--- config.mk ---
export PLATFORM = sky130hd
export DESIGN_NAME = audio_dsp_path_config
export DESIGN_NICKNAME = d
export VERILOG_FILES = /design/src/audio_dsp_path_config.v
export VERILOG_INCLUDE_DIRS = /design/src /design/src/src
export SDC_FILE = /design/constraint.sdc
export NUM_CORES = 1
export LEC_CHECK = 0
export ABC_AREA = 1
export ABC_CLOCK_PERIOD_IN_PS = 1400
export BUFFER_PORTS_ARGS = -buffer_cell sky130_fd_sc_hd__buf_2
export CORE_UTILIZATION = 48
export CTS_CLUSTER_DIAMETER = 150
export CTS_CLUSTER_SIZE = 25
export DETAILED_ROUTE_END_ITERATION = 8
export PLACE_DENSITY = 0.8
export SYNTH_ARGS = -nofsm -noshare
export SYNTH_HDL_FRONTEND = slang
export SYNTH_SLANG_ARGS = --single-unit
--- constraint.sdc ---
create_clock -name ref_clk -period 1.4 [get_ports ref_clk]
set_input_delay 0.28 -clock ref_clk [delete_from_list [all_inputs] [get_ports ref_clk]]
set_output_delay 0.28 -clock ref_clk [all_outputs]
set_load 0.03 [all_outputs]
--- src/audio_dsp_path_config_defs.vh ---
/*
  offsets, field positions and reset values for the signal path
  configuration registers; assumes inclusion by bare name.
*/
`ifndef AUDIO_DSP_PATH_CONFIG_DEFS_VH
`define AUDIO_DSP_PATH_CONFIG_DEFS_VH

// register addresses
`define ADDR_FILTER_PATH_CONFIG   8'h6b
`define ADDR_VOLUME_BIQUAD_CONFIG 8'h6c
`define ADDR_GAIN_LOOP_CONFIG     8'h70
`define ADDR_INPUT_CHANNEL_ENABLE 8'h73

// reset values
`define RST_FILTER_PATH_CONFIG    8'h01
`define RST_VOLUME_BIQUAD_CONFIG  8'h40
`define RST_GAIN_LOOP_CONFIG      8'he7
`define RST_INPUT_CHANNEL_ENABLE  8'hf0

// filter_path_config fields
`define DECI_MSB    5
`define DECI_LSB    4
`define SUM_MSB     3
`define SUM_LSB     2
`define HPF_MSB     1
`define HPF_LSB     0
`define FPC_WMASK   8'h3f

// volume_biquad_config fields
`define GANG_BIT    7
`define BIQ_MSB     6
`define BIQ_LSB     5
`define SOFT_DIS_BIT 4
`define GLSEL_BIT   3

// gain_loop_config fields
`define LVL_MSB     7
`define LVL_LSB     4
`define CEIL_MSB    3
`define CEIL_LSB    0

// codes
`define DECI_LINEAR     2'h0
`define DECI_LOW_LAT    2'h1
`define DECI_ULTRA_LOW  2'h2
`define SUM_NONE        2'h0
`define SUM_PAIRS       2'h1
`define SUM_QUAD        2'h2
`define HPF_PROGRAMMABLE 2'h0
`define CEIL_MAX_CODE   4'hd
`define VOL_MUTE_CODE   8'h00

`endif

--- src/audio_dsp_path_config.v ---
/*
  signal path configuration register bank: four byte-wide registers on
  the device control port, decoded into steering outputs for the filter
  path. assumes a byte-address write/read port synchronous to ref_clk.
  reserved bits 7:6 of the filter path register read back as zero.
  the host is expected to keep reserved mode and ceiling codes out;
  should one arrive anyway, the decoded outputs hold or clamp so the
  filter path never sees an undefined selection.
  decoded outputs follow the registers one clock later.
*/
`timescale 1ns/10ps
`include "audio_dsp_path_config_defs.vh"

module audio_dsp_path_config
#(
  parameter NUM_CH = 8
)
(
  // clock and reset
  input  wire              ref_clk,
  input  wire              rst,
  // register port
  input  wire              reg_wr,
  input  wire              reg_rd,
  input  wire [7:0]        reg_addr,
  input  wire [7:0]        reg_wdata,
  output reg  [7:0]        reg_rdata,
  output reg               reg_rvalid,
  // per-channel volume codes, channel one in the low byte
  input  wire [8*NUM_CH-1:0] channel_volume_code,
  // decoded path controls
  output reg  [1:0]        decimation_response_select,
  output reg  [1:0]        channel_summing_mode,
  output reg  [1:0]        highpass_select,
  output reg               highpass_programmable,
  output reg  [2:0]        sum_output_count,
  output reg  [1:0]        biquad_count,
  output reg               soft_step_enable,
  output reg  [NUM_CH-1:0] automatic_gain_loop_active,
  output reg  [3:0]        gain_loop_target_level,
  output reg  [3:0]        gain_loop_ceiling,
  output reg  [NUM_CH-1:0] input_channel_enable,
  output reg  [8*NUM_CH-1:0] digital_volume,
  output reg  [NUM_CH-1:0] channel_muted
);

  // register storage
  reg  [7:0] fpc_q;
  reg  [7:0] vbc_q;
  reg  [7:0] glc_q;
  reg  [7:0] ice_q;
  reg  [7:0] rdata_d;
  reg  [8*NUM_CH-1:0] vol_d;
  // separate loop indices so each process owns its own variable
  integer i;
  integer j;

  // true for the one reserved code of a two-bit mode field
  function is_reserved_code;
    input [1:0] code;
    begin
      is_reserved_code = (code == 2'h3);
    end
  endfunction

  // enable bit of channel n+1; channel one sits at bit 7
  function channel_on;
    input [7:0]   enables;
    input integer n;
    begin
      channel_on = enables[7-n];
    end
  endfunction

  // reserved ceiling codes fall back to the highest legal code
  function [3:0] clamp_ceiling;
    input [3:0] code;
    begin
      if (code > `CEIL_MAX_CODE)
        clamp_ceiling = `CEIL_MAX_CODE;
      else
        clamp_ceiling = code;
    end
  endfunction

  // read mux, unmapped addresses read zero
  always @*
  begin
    case (reg_addr)
      `ADDR_FILTER_PATH_CONFIG:   rdata_d = fpc_q;
      `ADDR_VOLUME_BIQUAD_CONFIG: rdata_d = vbc_q;
      `ADDR_GAIN_LOOP_CONFIG:     rdata_d = glc_q;
      `ADDR_INPUT_CHANNEL_ENABLE: rdata_d = ice_q;
      default:                    rdata_d = 8'h00;
    endcase
  end

  // register writes; reserved bits 7:6 of filter path stay zero
  always @(posedge ref_clk)
  begin
    if (rst)
    begin
      fpc_q <= `RST_FILTER_PATH_CONFIG;
      vbc_q <= `RST_VOLUME_BIQUAD_CONFIG;
      glc_q <= `RST_GAIN_LOOP_CONFIG;
      ice_q <= `RST_INPUT_CHANNEL_ENABLE;
    end
    else if (reg_wr)
    begin
      case (reg_addr)
        `ADDR_FILTER_PATH_CONFIG:   fpc_q <= reg_wdata & `FPC_WMASK;
        `ADDR_VOLUME_BIQUAD_CONFIG: vbc_q <= reg_wdata;
        `ADDR_GAIN_LOOP_CONFIG:     glc_q <= reg_wdata;
        `ADDR_INPUT_CHANNEL_ENABLE: ice_q <= reg_wdata;
        // unmapped addresses leave every register as it was
        default:                    fpc_q <= fpc_q;
      endcase
    end
  end

  // read answer, one cycle after the strobe
  always @(posedge ref_clk)
  begin
    if (rst)
    begin
      reg_rdata  <= 8'h00;
      reg_rvalid <= 1'b0;
    end
    else
    begin
      // zero outside a read so a stale value never leaks
      reg_rdata  <= reg_rd ? rdata_d : 8'h00;
      reg_rvalid <= reg_rd;
    end
  end

  // volume source per channel, gang takes channel one's code
  always @*
  begin
    vol_d = {8*NUM_CH{1'b0}};
    for (i = 0; i < NUM_CH; i = i + 1)
    begin
      // a disabled channel is muted whatever its code
      if (!channel_on(ice_q, i))
        vol_d[8*i +: 8] = `VOL_MUTE_CODE;
      else if (vbc_q[`GANG_BIT])
        vol_d[8*i +: 8] = channel_volume_code[7:0];
      else
        vol_d[8*i +: 8] = channel_volume_code[8*i +: 8];
    end
  end

  // registered decode of all controls
  always @(posedge ref_clk)
  begin
    if (rst)
    begin
      // decoded copies of the register reset values; channel enables and volumes reset to zero, all muted
      decimation_response_select <= `DECI_LINEAR;
      channel_summing_mode       <= `SUM_NONE;
      highpass_select            <= 2'h1;
      highpass_programmable      <= 1'b0;
      sum_output_count           <= 3'h4;
      biquad_count               <= 2'h2;
      soft_step_enable           <= 1'b1;
      automatic_gain_loop_active <= {NUM_CH{1'b0}};
      gain_loop_target_level     <= 4'he;
      gain_loop_ceiling          <= 4'h7;
      input_channel_enable       <= {NUM_CH{1'b0}};
      digital_volume             <= {8*NUM_CH{1'b0}};
      channel_muted              <= {NUM_CH{1'b1}};
    end
    else
    begin
      // filter path fields; reserved code 3 holds the previous response
      if (!is_reserved_code(fpc_q[`DECI_MSB:`DECI_LSB]))
        decimation_response_select <= fpc_q[`DECI_MSB:`DECI_LSB];
      if (!is_reserved_code(fpc_q[`SUM_MSB:`SUM_LSB]))
        channel_summing_mode <= fpc_q[`SUM_MSB:`SUM_LSB];
      case (fpc_q[`SUM_MSB:`SUM_LSB])
        `SUM_PAIRS: sum_output_count <= 3'h2;
        `SUM_QUAD:  sum_output_count <= 3'h1;
        `SUM_NONE:  sum_output_count <= 3'h4;
        default:    sum_output_count <= sum_output_count;
      endcase
      highpass_select       <= fpc_q[`HPF_MSB:`HPF_LSB];
      highpass_programmable <= (fpc_q[`HPF_MSB:`HPF_LSB] == `HPF_PROGRAMMABLE);
      // volume and biquad fields
      biquad_count          <= vbc_q[`BIQ_MSB:`BIQ_LSB];
      soft_step_enable      <= ~vbc_q[`SOFT_DIS_BIT];
      // per-channel enables, gain loop and mute flags
      for (j = 0; j < NUM_CH; j = j + 1)
      begin
        input_channel_enable[j]       <= channel_on(ice_q, j);
        automatic_gain_loop_active[j] <= channel_on(ice_q, j) & vbc_q[`GLSEL_BIT];
        channel_muted[j]              <= (vol_d[8*j +: 8] == `VOL_MUTE_CODE);
      end
      digital_volume         <= vol_d;
      // gain loop fields; reserved ceiling codes clamp to the 42 dB code
      gain_loop_target_level <= glc_q[`LVL_MSB:`LVL_LSB];
      gain_loop_ceiling      <= clamp_ceiling(glc_q[`CEIL_MSB:`CEIL_LSB]);
    end
  end

endmodule

==> metrics.md <==
| Metric | Value |
|---|---|
| Status | completed |
| Setup TNS | 0 ps |
| Post-synth top flop | dfxtp_1 |
| Number of synthesized flops with an enable pin | 0 |
| Tmin final | approximately 1400 ps |
| Clock transition at path regs | approximately 60 ps |
| Syn nets | between 700 and 800 |
| Slowest CP cell | dfxtp_1 |
| CTS tree | built |
| First-pass GRT wire length | between 20000 and 25000 um |
| Total track usage | around 27% |
| Via/cell ratio | roughly 4.9 |
| Peak Freq | roughly 730 MHz |
| Worst Hold Class | in -> reg |
| Final setup fails | 0 |
| Vias in the first global route | 4709 |
| Top cell type by total area after synthesis | dfxtp_1 |
| Grt ovf | 0 |
| Final Core Density | about two thirds |
| Drt first pass iters | 5 |
| Worst Path Arrival | between 1000 and 1500 ps |
| Combinational share of power | around 6.7% |
| Sequential-to-total area share from yosys stat | around 59% |
| CTS Buf Count | 17 |
| Clock tree sinks | around 150 |
| RSZ-0062 raised after global routing | yes |
| Multi-input logic area | between 1500 and 2000 um2 |
| Remaining DRCs | 0 |
| Area growth, synth to finish | 38.3% |
| Cell area after synthesis | about 5000 um2 |
| Setup ws final | about 28 ps |
| DR iter-0 viols | 276 |
| Cells after DPL | ~1000 |
| Worst Hold Launch | reg_wdata[7] |
| Share of the synthesized area in the top cell type | 58.8% |
| Power density over the cells | 1330 nW/um2 |
| Critical path class | reg -> out |
| Crit path largest cell delay | approximately 370 ps |
| Via count | slightly below 5k |
| Placed inst area | 6300 um2 |
| # diodes | 0 |
| Final WL | roughly 15000 um |
| Register area | between 2000 and 3000 um2 |
| Layout Nets | 946 |
| Worst slew margin | around 66% |
| Synth Area per Inst | approximately 8 um2 |
| Slew @ Worst Pin | approximately 500 ps |
| Int Pwr | 7.06 mW |
| Sw Share | about a quarter |
| Die width | 104 um |
| Mapped Cells | ~630 |
| Async SR Flop Fraction | 0% |
| Share of layout cells above drive strength 1 | around a third |
| Die area | about 11000 um2 |
| Yosys warning total | 0 |
| Initial antenna violation count | 0 |
| Cell family with most CP delay | flip-flops |
| Synth top cells by count | nand2_1 (164), dfxtp_1 (148), nor2_1 (124) |
| Top cells by area, synth | dfxtp_1 (59%), nand2_1 (12%), nor2_1 (9.2%) |
| Max Slew Vio Count | 0 |
| Distinct cells, synth | 25 |
| Clock Path Buffers | 2 |
| CP Cell Sequence | buf_2 |
| Final period utilization | a little under 100% |
| Placement Setup Slack | 53.6 ps |
| Sequential share of power | approximately 46% |
| Startpoint Class | register |
| Pin count of the biggest net entering global routing | 57 |
| # IOs | 202 |
| Critical Path Start | digital_volume[53]$_SDFF_PP0_ |
| Post-DP HPWL | 10700 um |
| Most frequent cell after synthesis | nand2_1 |
| RePlAce Congestion | 0.889 |
| VDD IR max | 613 uV |
| Bufs and invs on worst path | 1 |
| Filler cells | 862 |
| Clk Latency, worst-skew pair | 510 ps |
| Initial Util | between 40% and 50% |
| Sw Pwr | ~2.2 mW |
| CORE AREA | between 10000 and 15000 um2 |
| Clock power frac | 47.1% |
| Final Non-Filler Cells | 1011 |
| PortBufs | about 200 |
| CP required | between 1000 and 1500 ps |
| Crit end category | output port |
| Final hold viol count | 0 |
| MaxCap Viol Count | 0 |
| Root Buffer | clkbuf_8 |
| Flops & latches, synth | about 150 |
| Final std cell area, no fill | 6970 um2 |
| Chip Height | 104 um |
| LEAKAGE | 3.52 nW |
| Clock skew | 6.52 ps |
| ANT nets after route | 0 |
| H-tree depth | 4 |
| Reg-to-reg critical path startpoint | vbc_q[7]$_SDFFE_PP0P_ |
| WHS | 17.5 ps |
| Critical path peak fanout | 1 |
| Site row count | 37 |
| Overall power | 9.29 mW |
| Drt wl/cell | roughly 15 um |
[final timing paths]
path	to	slack, ps	cells after the start
hold reg to reg	soft_step_enable$_SDFF_PP1_	420	1
setup / recovery	digital_volume[53]	30	1
setup reg to reg	channel_muted[4]$_SDFF_PP1_	50	8
hold / removal	ice_q[7]$_SDFFE_PP1P_	20	3
[power by group through the flow]
stage | clock, mW | sequential (mW) | combinational, mW
finish | 4.37 | 4.30 | 0.619
global route | 4.59 | 4.30 | 0.669
CTS | 4.41 | 4.30 | 0.603
detailed placement | 0 | 4.39 | 0.593
global placement | 0 | 4.39 | 0.591
floorplan | 0 | 4.53 | 0.189
[final cells by class]
cell class,count,area share (%)
Sequential cell,148,42.5
Multi-Input combinational cell,413,26.3
Timing Repair Buffer,225,17.4
Clock buffer,19,6.05
Inverter,57,3.14
Tap cell,136,2.44
Clock inverter,13,2.15
[sequential cells by signal, indices dropped and copies added, names as in the netlist, 3 cells and up]
name and flops:
digital_volume 64, automatic_gain_loop_active 8, channel_muted 8, glc_q 8, ice_q 8, input_channel_enable 8, reg_rdata 8, vbc_q 8
fpc_q 6, gain_loop_ceiling 4, gain_loop_target_level 4, sum_output_count 3
[cells in the final DEF (no fill, tap or decap), drive strengths merged]
| cell | Yosys | routed |
|---|---|---|
| nand3 | 30 | 30 |
| nand2 | 166 | 166 |
| nor2 | 129 | 129 |
| nand4 | 2 | 2 |
| nor3 | 1 | 1 |
| clkinv | 5 | 5 |
| buf | 10 | 221 |
| dlygate4sd3 | 0 | 4 |
| bufinv | 0 | 2 |
| clkbuf | 4 | 19 |
| a21oi | 74 | 74 |
| or2 | 6 | 6 |
| o21ai | 3 | 3 |
| inv | 52 | 55 |
| a32o | 1 | 1 |
| a211oi | 1 | 1 |
| clkinvlp | 0 | 8 |
| dfxtp | 148 | 148 |
[metal layers]
layer | vias to the layer above | global-route usage (%) | part of all wire [%]
li1 | 2430 | - | -
met1 | 2218 | 30.5 | 39
met2 | 251 | 48.5 | 50
met3 | 39 | 6.45 | 7.4
met4 | 0 | 14.0 | 3.4
met5 | - | 0 | 0
[repair_timing]
action                                 4_1_cts  5_1_grt
setup endpoints to repair                    0        7
hold buffers                                 3        1
buffers inserted                             0        1
endpoints found under the hold margin        5        1
resized for setup                            0       15
[kinds of logic after synthesis]
logic type             count (synthesis)  synth area share [%]
AND/OR/NAND/NOR                      334                  27.5
AO/OA/AOI/OAI                         79                  7.99
buffers and inverters                 71                  5.71
flip-flops                           148                  58.8
No activity file was read; power rests on OpenSTA's default activity.
